$ cat src/core/aie_pkg.sv
package aie_pkg;

  // ****************************************************************
  // opcode fields
  // ****************************************************************
  localparam logic [7:0]  OPC_ADD_LITERAL    = 8'h0F;    // 0000 1111 kkkk kkkk
  localparam logic [5:0]  OPC_ADD_ACC_FILE   = 6'h09;    // 0010 01da ffff ffff
  localparam int          DEST_BIT           = 9;
  localparam int          BANK_BIT           = 8;
  localparam logic [7:0]  INDEXED_LIMIT      = 8'h5F;    // 95
  localparam logic [3:0]  ACCESS_HIGH_BANK   = 4'hF;
  localparam logic [7:0]  ACCESS_SPLIT       = 8'h60;
  localparam logic [7:0]  ACC_RESET          = 8'h00;

  // ****************************************************************
  // types
  // ****************************************************************
  typedef enum logic [1:0] {
    PH_DECODE  = 2'b00,
    PH_READ    = 2'b01,
    PH_PROCESS = 2'b11,
    PH_WRITE   = 2'b10
  } aie_phase_t;

  typedef struct packed {
    logic negative;
    logic overflow_flag;
    logic zero;
    logic digit_carry_flag;
    logic carry;
  } aie_flags_t;

  typedef struct packed {
    logic        en;
    logic [11:0] addr;
  } aie_mem_req_t;

endpackage

$ cat src/core/aie_adder.sv
`timescale 1ns/10ps

// ****************************************************************
// 8-bit add with status flags
// ****************************************************************
module aie_adder
  import aie_pkg::*;
(
  // operands
  input  wire logic [7:0] op_a,
  input  wire logic [7:0] op_b,
  // result
  output      logic [7:0] sum,
  output      aie_flags_t flags
);

  logic [4:0] low_nib;
  logic [8:0] full;

  always_comb begin
    low_nib = {1'b0, op_a[3:0]} + {1'b0, op_b[3:0]};
    full    = {1'b0, op_a} + {1'b0, op_b};
    sum     = full[7:0];
    flags.carry            = full[8];
    flags.digit_carry_flag = low_nib[4];
    flags.zero             = (full[7:0] == 8'h00);
    flags.negative         = full[7];
    flags.overflow_flag    = (op_a[7] == op_b[7]) && (full[7] != op_a[7]);
  end

endmodule

$ cat src/core/aie_core.sv
`timescale 1ns/10ps

module aie_core
  import aie_pkg::*;
(
  // clock and reset
  input  wire logic         clk_sys,
  input  wire logic         rst_b,
  // instruction in, taken at decode phase
  input  wire logic         instr_valid,
  input  wire logic [15:0]  instr_word,
  // configuration
  input  wire logic [3:0]   bank_select_reg,
  input  wire logic         ext_set_en,
  input  wire logic [11:0]  index_base,
  // data memory
  input  wire logic [7:0]   mem_rdata,
  output      aie_mem_req_t mem_rd_ff,
  output      aie_mem_req_t mem_wr_ff,
  output      logic [7:0]   mem_wdata_ff,
  // status
  output      logic [7:0]   accumulator_reg_ff,
  output      aie_flags_t   flags_ff,
  output      logic         flags_upd_ff,
  output      logic         busy_ff,
  output      logic         done_ff,
  output      logic         illegal_ff
);

  // ****************************************************************
  // decode
  // ****************************************************************
  aie_phase_t  phase_ff;
  aie_phase_t  nxt_phase;
  logic        is_lit_ff;
  logic        dest_file_ff;
  logic [7:0]  lit_ff;
  logic [11:0] addr_ff;
  logic [7:0]  operand_ff;
  logic [7:0]  sum_ff;
  aie_flags_t  res_flags_ff;
  logic        is_lit;
  logic        is_file;
  logic        bank_bit;
  logic [7:0]  f_field;
  logic [11:0] nxt_addr;
  logic [7:0]  add_sum;
  aie_flags_t  add_flags;

  assign is_lit   = instr_word[15:8] == OPC_ADD_LITERAL;
  assign is_file  = instr_word[15:10] == OPC_ADD_ACC_FILE;
  assign bank_bit = instr_word[BANK_BIT];
  assign f_field  = instr_word[7:0];

  // priority: bank select, then indexed window, then split access bank
  // indexed sum wraps inside 12 bits; a base near the top folds back to page 0
  // the window check only applies with the bank bit low
  always_comb begin
    if (bank_bit) begin
      nxt_addr = {bank_select_reg, f_field};
    end else if (ext_set_en && (f_field <= INDEXED_LIMIT)) begin
      nxt_addr = index_base + {4'h0, f_field};
    end else if (f_field >= ACCESS_SPLIT) begin
      nxt_addr = {ACCESS_HIGH_BANK, f_field};
    end else begin
      nxt_addr = {4'h0, f_field};
    end
  end

  // ****************************************************************
  // phase sequencer
  // ****************************************************************
  // a non-add word stays in decode: no operand read, no write
  always_comb begin
    unique case (phase_ff)
      PH_DECODE: begin
        nxt_phase = (instr_valid && (is_lit || is_file)) ? PH_READ : PH_DECODE;
      end
      PH_READ: begin
        nxt_phase = PH_PROCESS;
      end
      PH_PROCESS: begin
        nxt_phase = PH_WRITE;
      end
      PH_WRITE: begin
        nxt_phase = PH_DECODE;
      end
    endcase
  end

  always_ff @(posedge clk_sys or negedge rst_b) begin
    if (!rst_b) begin
      phase_ff <= PH_DECODE;
    end else begin
      phase_ff <= nxt_phase;
    end
  end

  // from the next phase so busy drops on the write edge, in time for a back-to-back word
  always_ff @(posedge clk_sys or negedge rst_b) begin
    if (!rst_b) begin
      busy_ff <= 1'b0;
    end else begin
      busy_ff <= nxt_phase != PH_DECODE;
    end
  end

  // decode latches the word so the caller may change it afterwards
  always_ff @(posedge clk_sys or negedge rst_b) begin
    if (!rst_b) begin
      is_lit_ff    <= 1'b0;
      dest_file_ff <= 1'b0;
      lit_ff       <= 8'h00;
      addr_ff      <= 12'h000;
    end else if (phase_ff == PH_DECODE && instr_valid) begin
      is_lit_ff    <= is_lit;
      dest_file_ff <= is_file && instr_word[DEST_BIT];
      lit_ff       <= f_field;
      addr_ff      <= nxt_addr;
    end
  end

  always_ff @(posedge clk_sys or negedge rst_b) begin
    if (!rst_b) begin
      illegal_ff <= 1'b0;
    end else begin
      illegal_ff <= phase_ff == PH_DECODE && instr_valid && !is_lit && !is_file;
    end
  end

  // ****************************************************************
  // operand read
  // ****************************************************************
  always_ff @(posedge clk_sys or negedge rst_b) begin
    if (!rst_b) begin
      mem_rd_ff <= '0;
    end else begin
      mem_rd_ff.en   <= nxt_phase == PH_READ && !is_lit;
      mem_rd_ff.addr <= (nxt_phase == PH_READ) ? nxt_addr : 12'h000;
    end
  end

  // memory answers combinationally while the read strobe is up
  // a literal never raises the strobe, its operand comes from the decode latch
  always_ff @(posedge clk_sys or negedge rst_b) begin
    if (!rst_b) begin
      operand_ff <= 8'h00;
    end else if (phase_ff == PH_READ) begin
      operand_ff <= is_lit_ff ? lit_ff : mem_rdata;
    end
  end

  // ****************************************************************
  // process
  // ****************************************************************
  aie_adder u_adder (
    .op_a  (accumulator_reg_ff),
    .op_b  (operand_ff),
    .sum   (add_sum),
    .flags (add_flags)
  );

  always_ff @(posedge clk_sys or negedge rst_b) begin
    if (!rst_b) begin
      sum_ff       <= 8'h00;
      res_flags_ff <= '0;
    end else if (phase_ff == PH_PROCESS) begin
      sum_ff       <= add_sum;
      res_flags_ff <= add_flags;
    end
  end

  // ****************************************************************
  // write to destination
  // ****************************************************************
  // accumulator and flags move on one edge, so a reader never sees a mixed pair
  always_ff @(posedge clk_sys or negedge rst_b) begin
    if (!rst_b) begin
      accumulator_reg_ff <= ACC_RESET;
    end else if (phase_ff == PH_WRITE && !dest_file_ff) begin
      accumulator_reg_ff <= sum_ff;
    end
  end

  // strobe raised in process so memory takes the byte on the write-phase edge;
  // address and data drop to zero outside the write phase to keep the bus quiet
  always_ff @(posedge clk_sys or negedge rst_b) begin
    if (!rst_b) begin
      mem_wr_ff    <= '0;
      mem_wdata_ff <= 8'h00;
    end else begin
      mem_wr_ff.en   <= phase_ff == PH_PROCESS && dest_file_ff;
      mem_wr_ff.addr <= (phase_ff == PH_PROCESS) ? addr_ff : 12'h000;
      mem_wdata_ff   <= (phase_ff == PH_PROCESS) ? add_sum : 8'h00;
    end
  end

  // ****************************************************************
  // status
  // ****************************************************************
  // flags follow the arithmetic of both adds
  always_ff @(posedge clk_sys or negedge rst_b) begin
    if (!rst_b) begin
      flags_ff     <= '0;
      flags_upd_ff <= 1'b0;
      done_ff      <= 1'b0;
    end else begin
      flags_upd_ff <= phase_ff == PH_PROCESS;
      done_ff      <= phase_ff == PH_WRITE;
      if (phase_ff == PH_WRITE) begin
        flags_ff <= res_flags_ff;
      end
    end
  end

endmodule

$ cat config.mk
export PLATFORM = sky130hd
export DESIGN_NAME = aie_core
export DESIGN_NICKNAME = d
export VERILOG_FILES = /design/src/core/aie_pkg.sv /design/src/core/aie_adder.sv /design/src/core/aie_core.sv
export SDC_FILE = /design/constraint.sdc
export NUM_CORES = 1
export LEC_CHECK = 0
export BUFFER_PORTS_ARGS = -buffer_cell sky130_fd_sc_hd__buf_4
export CELL_PAD_IN_SITES_DETAIL_PLACEMENT = 1
export CELL_PAD_IN_SITES_GLOBAL_PLACEMENT = 1
export CORE_UTILIZATION = 30
export DETAILED_ROUTE_END_ITERATION = 6
export GPL_TIMING_DRIVEN = 0
export PLACE_DENSITY = 0.64
export SYNTH_ARGS = -nofsm -noshare
export SYNTH_HDL_FRONTEND = slang
export SYNTH_SLANG_ARGS = --single-unit
$ cat constraint.sdc
create_clock -name clk_sys -period 3.8 [get_ports clk_sys]
set_input_delay 0.57 -clock clk_sys [delete_from_list [all_inputs] [get_ports clk_sys]]
set_output_delay 0.57 -clock clk_sys [all_outputs]
set_load 0.05 [all_outputs]
* Word level (Yosys, flattened, before mapping)
Index checks and enable logic that the tools add are counted. W data, S select, Z words.
Word-level totals: input port bits 44, word-level logic and storage cells 66, output and inout bits 51, register bits after elaboration 96
Operators by class: add/sub/neg operators 3, mux-type cells 9, magnitude comparators 2, equality and inequality tests 8, reduce and logical (&&, ||, !) cells 17
Operator list (count):
- $mux W12 | 5
- $mux W8 | 2
- $add A12 B8 Y12 | 1
- $logic_and A1 B1 Y1 | 10
- $add A8 B8 Y9 | 1
- $eq A8 B4 Y1 const B | 1
- $ge A8 B7 Y1 const B | 1
- $le A8 B7 Y1 const B | 1
- $logic_not A8 Y1 | 1
- $pmux W2 S4 | 1
- $eq A6 B4 Y1 const B | 1
- $add A4 B4 Y5 | 1
- $eq A2 B1 Y1 const B | 2
- $eq A2 B2 Y1 const B | 2
- $logic_not A1 Y1 | 3
- $logic_not A2 Y1 | 1
- $reduce_bool A2 Y1 | 1
- $eq A1 B1 Y1 | 1
- $logic_or A1 B1 Y1 | 1
- $mux W1 | 1
- $ne A1 B1 Y1 | 1

* Longest topological paths before layout
Gate-level depths: netlist of the first run.
depth in word-level cells 7, depth in mapped cells 8, mapped depth without buffers 8

* Hierarchy
From an unflattened synthesis of the first run, not the netlist that was laid out.
Second synthesis, totals: cells, all modules 409, area total of the unflattened synthesis 4449.3 µm²
Modules (own cells, without submodules):
- aie_core | instances 1, sequential area each 2402.3 µm², cells each 359, area each 4050.1 µm²
- aie_adder | instances 1, sequential area each 0.0 µm², cells each 50, area each 399.1 µm²

* Least setup slack after synthesis of the first run
No wires, ideal clock.
kind input-to-reg, from input port instr_word[0], to register addr_ff[8], arrival 2.316 ns, stages on the path 8, required time 3.667 ns, buffers on the path 0, setup time 0.133 ns, slack 1.351 ns, path through ha_1 fa_1 a211oi_1 nor2_1 a221o_1 xor2_1 a21oi_1 o31ai_1
Between the ends: word-level cells in the longest chain between the ends 4, elaborated cells between the ends (all ways) 7, those cells by class add/sub (1); order compare (2); mux (3); reduce/logical (1)
Ends and longest elaborated chain:
- from (decl) | line aie_core.sv:11 | input wire logic [15:0] instr_word,
- $ge A8 B7 Y1 or $le A8 B7 Y1 (tied branches) | line aie_core.sv:63, aie_core.sv:61
- $mux W12 or $logic_and A1 B1 Y1 (tied branches) | line aie_core.sv:63, aie_core.sv:61
- $mux W12 * | line aie_core.sv:61 | end else if (ext_set_en && (f_field <= INDEXED_LIMIT)) begin
- $mux W12 * | line aie_core.sv:59 | if (bank_bit) begin
- to (signal assigned) | line aie_core.sv:119 | addr_ff <= nxt_addr;
- to (decl) | line aie_core.sv:38 | logic [11:0] addr_ff;
Every way passes the cells marked *; elsewhere a longest branch is shown, timed or not. A chain may end at the register's enable or synchronous reset.

* Final worst setup path of the first run
Same ends and word-level chain as after synthesis.

==> summary.md, run 1 <==
| Metric | Value |
|---|---|
| # diodes | `0` |
| Drt pass-1 iters | `4` |
| Max stage delay on crit path | `0.43 ns` |
| Share of async-settable or async-resettable flops after synthesis | `100.0%` |
| Hold Fails Final Rpt | `0` |
| Final cycle utilization of the critical path | `65.90%` |
| CORE AREA | `13880 um^2` |
| CTS Buf Count | `9` |
| Final Critical Period | `2.504 ns` |
| Die Span Y | `121.4 um` |
| Design Power | `3.868 mW` |
| Critical-path cell list | `buf_4, ha_1, fa_1, a211oi_1, nor2_1, a221o_1, xor2_1, a21oi_1, o31ai_1` |
| Total of max-cap violations | `0` |
| VDD IR-drop max | `274.8 uV` |
| Max-slew violations | `0` |
| Via-to-Cell Ratio | `4.730` |
| Width of the chip | `121.4 um` |
| TritonCTS clock tree | `yes` |
| Row count | `43` |
| Worst hold path class | `in2async` |
| Non-Filler Instances | `688` |
| Crit Path Class | `in2reg` |
| Power per cell area | `701.4 nW/um^2` |
| # IOs | `95` |
| Post-CTS sizing | `0` |
| Most frequent cell after synthesis | `dfrtp_1` |
| Buffers added on ports | `94` |
| Worst Max-Slew Pin Slew | `1.193 ns` |
| Mapped Nets | `460` |
| Largest net degree at the start of global routing | `96` |
| Max Clk Rate | `0.3993 GHz` |
| Register area share after synthesis | `55.59%` |
| P_int | `2.372 mW` |
| Layout cells sized above 1 | `25.79%` |
| Setup crit start kind | `input port` |
| Sw Ratio | `38.67%` |
| Post-DP HPWL | `8.513 mm` |
| Number of DRC markers in iteration 0 | `158` |
| Reg power frac | `37.4%` |
| FF+latch count, synth | `95` |
| CTS Buffer Depth | `2` |
| Mapped Avg Cell Area | `10.75 um^2` |
| Final Wtd Congestion | `0.8024` |
| Initial antenna violation count | `0` |
| First-pass GRT wire length | `17.82 mm` |
| Multi-input gate area | `1815 um^2` |
| Crit end category | `flip-flop` |
| Post-synth EDFFs | `0` |
| Synth cell types | `46` |
| P_leak | `2.815 nW` |
| Vias in the first global route | `3465` |
| CTS Hold Buffers Added | `0` |
| Post-synth top cells | `95 x dfrtp_1, 64 x nand2_1, 34 x nor2_1, 24 x o21ai_0, 17 x and3_1` |
| Area leader, netlist | `dfrtp_1` |
| Sw Pwr | `1.496 mW` |
| Top_reg_cell synth | `dfrtp_1` |
| Post-layout nets | `565` |
| Top post-synthesis cells by area | `dfrtp_1 56%, nand2_1 5.6%, ha_1 4.7%` |
| Final setup violation count | `0` |
| Clock insertion delay at the later pin of the skew report | `0.34 ns` |
| RSZ-0062 raised after global routing | `false` |
| Fill cells | `1551` |
| Ys Warns | `0` |
| Initial Util | `30.81%` |
| Post-Route Utilization | `39.73%` |
| WL final | `11.13 mm` |
| Inst Count DP | `672` |
| Fin Hold WS | `0.4396 ns` |
| Outcome | `completed` |
| H-Tree Depth | `3` |
| Clk network pwr share | `23.9%` |
| DRC | `0` |
| Clock slew at reported path FFs | `0.07 ns` |
| Critical Path Slowest Stage Cell | `fa_1` |
| Worst slew margin relative to its limit | `20.49%` |
| Total congestion overflow | `0` |
| DRT antenna net count | `0` |
| Layout Skew | `0.007829 ns` |
| GRT Total Usage | `15.85%` |
| Synth top area share | `55.59%` |
| Crit path required time | `4.04 ns` |
| P&R area growth vs syn | `28.96%` |
| Syn Inst Count | `398` |
| Clk sinks | `95` |
| Reg area | `2377 um^2` |
| Routed vias | `3254` |
| Area of the die | `14740 um^2` |
| Synthesized area | `4277 um^2` |
| Setup TNS | `0 ns` |
| Max Fanout on Critical Path | `3` |
| Data arrival, critical path | `2.75 ns` |
| Comb power frac | `38.7%` |
| Setup Fix Bufs, Post-CTS | `0` |
| DR WL/cell | `16.18 um` |
| Clk root buf | `clkbuf_16` |
-- cells in the final DEF, fill, tap and decap left out, drive strengths merged, types with 2 or more instances in the layout --
| cell type | synthesis | layout |
|---|---|---|
| dfrtp | 95 | 95 |
| buf | 1 | 95 |
| nand2 | 64 | 64 |
| nor2 | 34 | 34 |
| clkbuf | 16 | 26 |
| o21ai | 25 | 25 |
| and3 | 17 | 17 |
| a21oi | 17 | 17 |
| ha | 16 | 16 |
| a21o | 14 | 14 |
| mux2i | 13 | 13 |
| mux2 | 13 | 13 |
| xor2 | 7 | 7 |
| nand2b | 6 | 6 |
| inv | 5 | 6 |
| nor2b | 5 | 5 |
| xnor2 | 5 | 5 |
| nor3 | 5 | 5 |
| o31ai | 5 | 5 |
| nand3 | 4 | 4 |
| a211oi | 4 | 4 |
| and2 | 3 | 3 |
| clkinv | 0 | 3 |
| o21a | 2 | 2 |
| or2 | 2 | 2 |
| a31oi | 2 | 2 |
| fa | 2 | 2 |
-- power groups by stage --
stage          Clock (mW)  Combinational, mW  Sequential (mW)
2_1_floorplan           0              0.814             1.68
3_3_place_gp            0               1.46             1.46
3_5_place_dp            0               1.50             1.47
4_1_cts             0.944               1.52             1.45
5_1_grt             0.983               1.64             1.49
6_report            0.925               1.50             1.45
-- final timing paths --
path                                   end  slack [ns]             startpoint  cells past startpoint
hold / removal                   sum_ff[5]        0.44                  rst_b                      1
min in group clk_sys             lit_ff[0]        0.46          instr_word[0]                      3
setup reg to reg           res_flags_ff[2]        1.46  accumulator_reg_ff[0]                      8
hold reg to reg                  sum_ff[5]        0.48              sum_ff[5]                      2
max in group asynchronous    mem_wr_ff[12]        2.57                  rst_b                      1
setup / recovery                addr_ff[8]        1.30          instr_word[0]                      9
-- flip-flops by register name, summed over array words and instances (netlist names), 5 cells and up --
signal,cells
accumulator_reg_ff,8
mem_wdata_ff,8
sum_ff,8
lit_ff,8
operand_ff,8
flags_ff,5
mem_wr_ff,13
addr_ff,12
mem_rd_ff,13
-- kinds of logic after synthesis --
group | after synthesis | synth area share [%]
xor gates and xnor gates | 12 | 2.633
buffers and inverters | 22 | 1.960
DFF | 95 | 55.59
and+or+nand+nor | 147 | 15.92
muxes | 26 | 6.466
AOI/OAI and AO/OA | 78 | 11.82
adders and majority gates | 18 | 5.617
-- critical path, delay by kind of cell --
kind,cells,cell delay [ns]
adders and majority gates,2,0.65
xor gates and xnor gates,1,0.16
AOI/OAI and AO/OA,4,1.12
and+or+nand+nor,1,0.13
buffers and inverters,1,0.13
-- routing by layer --
layer  vias up  track usage (%)  part of all wire (%)
li1       1580                -                     -
met1      1600            19.61                    44
met2        63            28.20                    51
met3        11            2.914                   3.1
met4         0            3.935                   1.1
met5         -                0                     0
-- through the flow --
stage	setup slack (ns)	cell area, um^2
after global routing	1.092	5515
after floorplan	1.351	4277
after CTS	1.303	5515
after global placement	1.028	5207
after detailed placement	0.9513	5207
final	1.296	5515
-- cell type report --
class | count | area share (%)
multi-input combinational | 281 | 32.92
inverter | 5 | 0.3403
buffer | 17 | 1.180
sequential | 95 | 43.10
tap | 180 | 4.083
clock inverter | 6 | 1.248
clock buffer | 10 | 4.333
timing repair buffer | 94 | 12.79
Note: power is estimated with default switching activity, not from simulation.
==> run 2, diff against run 1 <==
PLACE_DENSITY = 0.66   (was 0.64)
clock period = 2.25 ns   (was 3.8 ns; I/O delays follow)
==> summary.md, run 2 (synthesis gave the netlist of run 1 again) <==
| Metric | Value |
|---|---|
| Largest net degree at the start of global routing | `96 (unchanged)` |
| CORE AREA | `13880 um^2 (unchanged)` |
| Vias in the first global route | `3564 (+2.9%)` |
| Buffer and inverter count on the worst path | `0 (-1)` |
| WL final | `11.14 mm (about the same)` |
| Max Fanout on Critical Path | `4 (+1)` |
| Critical Path Slowest Stage Cell | `or4_4` |
| DRT antenna net count | `0 (unchanged)` |
| Data arrival, critical path | `2.44 ns (-0.31 ns)` |
| Power per cell area | `1180 nW/um^2 (+68%)` |
| Crit Path Class | `reg2reg` |
| # IOs | `95 (unchanged)` |
| Number of DRC markers in iteration 0 | `214 (+35%)` |
| Initial Util | `30.81% (unchanged)` |
| Worst slew margin relative to its limit | `21.16% (+0.67 points)` |
| Fill cells | `1540 (-0.71%)` |
| Final cycle utilization of the critical path | `95.85%` |
| Crit end category | `flip-flop` |
| Worst hold path class | `in2async` |
| Drt pass-1 iters | `4 (unchanged)` |
| Row count | `43 (unchanged)` |
| Max-slew violations | `0 (unchanged)` |
| Setup TNS | `0 ns (unchanged)` |
| Hold Fails Final Rpt | `0 (unchanged)` |
| Max Clk Rate | `0.4637 GHz` |
| GRT Total Usage | `16.17% (+0.32 points)` |
| Largest regs | `mem_rd_ff (13), mem_wr_ff (13), addr_ff (12)` |
| Layout cells sized above 1 | `28.46% (+2.7 points)` |
| Post-DP HPWL | `8.521 mm (about the same)` |
| TritonCTS clock tree | `yes` |
| H-Tree Depth | `3 (unchanged)` |
| Most common cell after layout, fill and taps aside | `buf_4` |
| Width of the chip | `121.4 um (unchanged)` |
| VDD IR-drop max | `390.3 uV (+42%)` |
| Layout Skew | `0.005902 ns (-0.001927 ns)` |
| Clk root buf | `clkbuf_16` |
| First-pass GRT wire length | `18.13 mm (+1.8%)` |
| Routed vias | `3315 (+1.9%)` |
| Clock slew at reported path FFs | `0.07 ns (about the same)` |
| DRC | `0 (unchanged)` |
| CTS Buffer Depth | `2 (unchanged)` |
| Most frequent cells in the layout | `99 x buf_4, 93 x dfrtp_1, 64 x nand2_1, 33 x nor2_1, 23 x o21ai_0` |
| Final non-filler cell area | `5570 um^2 (+1.0%)` |
| # diodes | `0 (unchanged)` |
| CTS Hold Buffers Added | `0 (unchanged)` |
| Clock insertion delay at the later pin of the skew report | `0.34 ns (about the same)` |
| Family with the most delay on the worst path | `compound AO/OA/AOI/OAI gates` |
| Worst Max-Slew Pin Slew | `1.183 ns (-0.01002 ns)` |
| P&R area growth vs syn | `30.25%` |
| Total of max-cap violations | `0 (unchanged)` |
| Buffers added on ports | `94 (unchanged)` |
| Final Wtd Congestion | `0.8422 (+5.0%)` |
| Outcome | `completed` |
| Area after DPL | `5210 um^2 (about the same)` |
| DR WL/cell | `16.07 um (-0.69%)` |
| RSZ-0062 raised after global routing | `true` |
| CTS Buf Count | `9 (unchanged)` |
| Via-to-Cell Ratio | `4.784 (+1.1%)` |
| Setup crit start kind | `flip-flop` |
| Die Span Y | `121.4 um (unchanged)` |
| Clk sinks | `95 (unchanged)` |
| Final setup violation count | `0 (unchanged)` |
| Post-layout nets | `570 (+0.88%)` |
| Crit path required time | `2.53 ns (-1.51 ns)` |
| P_leak | `2.824 nW (+0.32%)` |
| Area of the die | `14740 um^2 (unchanged)` |
| Final Critical Period | `2.157 ns` |
| Critical-path cell list | `ha_1, a211oi_2, nor2_2, or4_4, a21oi_4, xor2_2, a41o_1` |
| Max stage delay on crit path | `0.44 ns (about the same)` |
| Total congestion overflow | `0 (unchanged)` |
| Initial antenna violation count | `0 (unchanged)` |
[run 2: cell types whose count changed in the layout (fill, tap and decap cells not counted), sizes merged]
cell	before	now
buf	95	100
clkinvlp	1	3
bufinv	1	0
clkinv	3	2
[run 2: cell type report]
class	count	area, um^2	share of cell area, %
Buffer	17	65.06	1.168
Clock buffer	10	239.0	4.290
Multi-Input combinational cell	281	1854	33.29
Clock inverter	6	45.04	0.8086
Tap cell	180	225.2	4.043
Inverter	5	18.77	0.3369
Timing Repair Buffer	99	743.2	13.34
Sequential cell	95	2380	42.72
[run 2: report_power, final]
part | internal [mW] | switching [mW] | total (mW)
Sequential | 2.15 | 0.286 | 2.43
Clock | 0.783 | 0.663 | 1.45
Combinational | 1.09 | 1.61 | 2.69
Total | 4.02 | 2.56 | 6.57
[run 2: timing repair]
item | in CTS | in global routing
pin swaps | 2 | 7
gates resized for setup | 2 | 7
setup endpoints to repair | 3 | 6
buffers inserted | 1 | 4
[run 2: worst paths after layout]
kind | slack [ns] | depth (start not counted) | end | start
min reg2reg | 0.48 | 1 | sum_ff[2] | sum_ff[2]
min in group clk_sys | 0.23 | 3 | lit_ff[2] | instr_word[2]
max | 0.09 | 7 | res_flags_ff[2] | accumulator_reg_ff[1]
max reg2reg | 0.09 | 7 | res_flags_ff[2] | accumulator_reg_ff[1]
min | 0.22 | 1 | sum_ff[6] | rst_b
max in group asynchronous | 1.19 | 1 | accumulator_reg_ff[0] | rst_b
[run 2: metal layers]
metal	wire [um]	global-route usage [%]	share of wire, %	up-vias
met5	0	0	0	-
met4	157	5.478	1.4	0
met3	436	2.773	3.9	12
met2	5583	27.81	50	70
met1	4962	20.38	45	1631
li1	-	-	-	1602
[run 2: stage by stage]
stage          instances  power (mW)  setup slack [ns]  util (%)  hold WS [ns]
3_3_place_gp         672       4.917           -0.2741     37.53        0.4520
5_1_grt              693       7.026          -0.01401     40.13        0.2462
2_1_floorplan        398       4.219           0.01520         -       0.04191
3_5_place_dp         672       5.023           -0.3028     37.53        0.4554
6_report             693       6.574           0.09329     40.13        0.2183
4_1_cts              689       6.520           0.03414     39.66        0.2204
==> run 3, diff against run 2 <==
GPL_TIMING_DRIVEN = not set   (was 0)
==> summary.md, run 3 (synthesis gave the netlist of run 1 again) <==
| Metric | Value |
|---|---|
| Die Span Y | `121.4 um (unchanged)` |
| Worst setup margin | `0.1416 ns (+0.04834 ns)` |
| Fin Hold WS | `-0.01186 ns (-0.2302 ns)` |
| H-Tree Depth | `3 (unchanged)` |
| Data arrival, critical path | `2.39 ns (-0.05 ns)` |
| Met3 usage | `3.947% (+1.2 points)` |
| Number of DRC markers in iteration 0 | `98 (-54%)` |
| Final cycle utilization of the critical path | `93.71% (-2.1 points)` |
| Final Critical Period | `2.108 ns (-0.04834 ns)` |
| Post-DP HPWL | `8.667 mm (+1.7%)` |
| Initial antenna violation count | `0 (unchanged)` |
| CTS Hold Buffers Added | `0 (unchanged)` |
| Final Wtd Congestion | `0.8185 (-2.8%)` |
| Multi-input gate area | `1852 um^2 (-0.13%)` |
| Crit end category | `flip-flop` |
| Vias in the first global route | `3552 (-0.34%)` |
| GRT Total Usage | `16.43% (+0.26 points)` |
| Final non-filler cell area | `5640 um^2 (+1.3%)` |
| RSZ-0062 raised after global routing | `false` |
| CTS Buffer Depth | `2 (unchanged)` |
| # diodes | `0 (unchanged)` |
| Max stage delay on crit path | `0.45 ns (about the same)` |
| CORE AREA | `13880 um^2 (unchanged)` |
| Drt pass-1 iters | `4 (unchanged)` |
| Worst Max-Slew Pin Slew | `0.5768 ns (-0.6059 ns)` |
| Post-layout nets | `567 (-0.53%)` |
| Reg area | `2380 um^2 (unchanged)` |
| Inst Count DP | `674 (+0.30%)` |
| Layout cells sized above 1 | `30.78% (+2.3 points)` |
| Pre-CTS worst setup slack | `-0.2785 ns (+0.02423 ns)` |
| DRC | `0 (unchanged)` |
| Largest regs | `mem_rd_ff (13), mem_wr_ff (13), addr_ff (12)` |
| Critical-path cell list | `ha_4, a211oi_2, nor2_1, or4_4, a21oi_4, xor2_2, a41o_1` |
| Largest net degree at the start of global routing | `44 (-54%)` |
| Via-to-Cell Ratio | `4.759 (-0.50%)` |
| Clk sinks | `95 (unchanged)` |
| Width of the chip | `121.4 um (unchanged)` |
| P&R area growth vs syn | `31.89%` |
| Clock slew at reported path FFs | `0.07 ns (about the same)` |
| Worst hold path class | `in2async` |
| M2 GR Usage | `27.81% (unchanged)` |
| Setup TNS | `0 ns (unchanged)` |
| Max-slew violations | `0 (unchanged)` |
| DRT antenna net count | `0 (unchanged)` |
| First-pass GRT wire length | `18.15 mm (about the same)` |
| Routing usage on met1 | `20.54% (+0.16 points)` |
| Clk root buf | `clkbuf_16` |
| Max Fanout on Critical Path | `4 (unchanged)` |
| TritonCTS clock tree | `yes` |
| Clock insertion delay at the later pin of the skew report | `0.34 ns (about the same)` |
| Area after DPL | `5300 um^2 (+1.7%)` |
| Most Crowded Layer GR | `met2` |
| Total congestion overflow | `0 (unchanged)` |
| Critical Path Slowest Stage Cell | `dfrtp_2` |
| WL final | `11.14 mm (about the same)` |
| Total of max-cap violations | `0 (unchanged)` |
| Routed vias | `3284 (-0.94%)` |
| Area of the die | `14740 um^2 (unchanged)` |
| Layout Skew | `0.005239 ns (-0.0006632 ns)` |
| Non-Filler Instances | `690 (-0.43%)` |
| Most common cell after layout, fill and taps aside | `buf_4` |
| Initial Util | `30.81% (unchanged)` |
| Fill cells | `1549 (+0.58%)` |
| VDD IR-drop max | `449.1 uV (+15%)` |
| Buffer and inverter count on the worst path | `0 (unchanged)` |
| # IOs | `95 (unchanged)` |
| Failing checks | `hold timing` |
| P_leak | `2.883 nW (+2.1%)` |
| Max Clk Rate | `0.4743 GHz (+2.3%)` |
| DR WL/cell | `16.15 um (+0.49%)` |
| Crit path required time | `2.53 ns (about the same)` |
| Hold Fails Final Rpt | `15 (+15)` |
| Setup Fix Bufs, Post-CTS | `0 (-1)` |
| Buffers added on ports | `94 (unchanged)` |
| Most frequent cells in the layout | `112 x buf_4, 93 x dfrtp_1, 64 x nand2_1, 34 x nor2_1, 24 x o21ai_0` |
| Setup crit start kind | `flip-flop` |
| Power per cell area | `1183 nW/um^2 (+0.21%)` |
| Outcome | `complete, but fails checks` |
| Post-Route Utilization | `40.63% (+0.50 points)` |
| Row count | `43 (unchanged)` |
| CTS Buf Count | `9 (unchanged)` |
| Crit Path Class | `reg2reg` |
| Design Power | `6.671 mW (+1.5%)` |
| Final setup violation count | `0 (unchanged)` |
| Worst slew margin relative to its limit | `61.55% (+40 points)` |
| Family with the most delay on the worst path | `compound AO/OA/AOI/OAI gates` |
-- run 3: cell types whose count changed in the layout (fill, tap and decap cells not counted), sizes merged --
| cell | previous run | this run |
|---|---|---|
| clkbuf | 26 | 9 |
| buf | 100 | 113 |
| clkinv | 2 | 0 |
| inv | 6 | 8 |
| bufinv | 0 | 1 |
-- run 3: layer usage --
| layer | wire length [um] | part of all wire (%) | up-vias |
|---|---|---|---|
| met5 | 0 | 0 | - |
| met4 | 131 | 1.2 | 0 |
| met3 | 471 | 4.2 | 10 |
| met2 | 5632 | 51 | 70 |
| met1 | 4908 | 44 | 1610 |
| li1 | - | - | 1594 |
-- run 3: repair_timing --
item,in CTS,in global routing
pin swaps,0,3
setup endpoints to repair,1,9
hold endpoints to repair,0,0
resized for setup,1,5
-- run 3: worst paths after layout --
path	slack, ns	cells past startpoint	start	end
setup / recovery	0.14	7	accumulator_reg_ff[1]	res_flags_ff[2]
hold / removal	-0.01	1	rst_b	mem_wdata_ff[1]
hold reg to reg	0.48	2	addr_ff[4]	addr_ff[4]
setup reg to reg	0.14	7	accumulator_reg_ff[1]	res_flags_ff[2]
min in group clk_sys	0.23	3	instr_word[2]	lit_ff[2]
max in group asynchronous	1.62	2	rst_b	addr_ff[9]
-- run 3: power by group --
| group | switching (mW) | internal, mW | total (mW) | leakage (nW) |
|---|---|---|---|---|
| combinational | 1.58 | 1.08 | 2.66 | 1.51 |
| clock | 0.671 | 0.873 | 1.54 | 0.139 |
| sequential | 0.315 | 2.15 | 2.46 | 1.23 |
| total | 2.57 | 4.10 | 6.67 | 2.88 |
-- run 3: area by class of cell --
| class | count | share of cell area [%] |
|---|---|---|
| Multi-Input combinational cell | 281 | 32.83 |
| Sequential cell | 95 | 42.19 |
| Clock buffer | 9 | 3.993 |
| Clock inverter | 7 | 1.398 |
| Timing Repair Buffer | 113 | 15.26 |
| Tap cell | 180 | 3.993 |
| Inverter | 5 | 0.3327 |
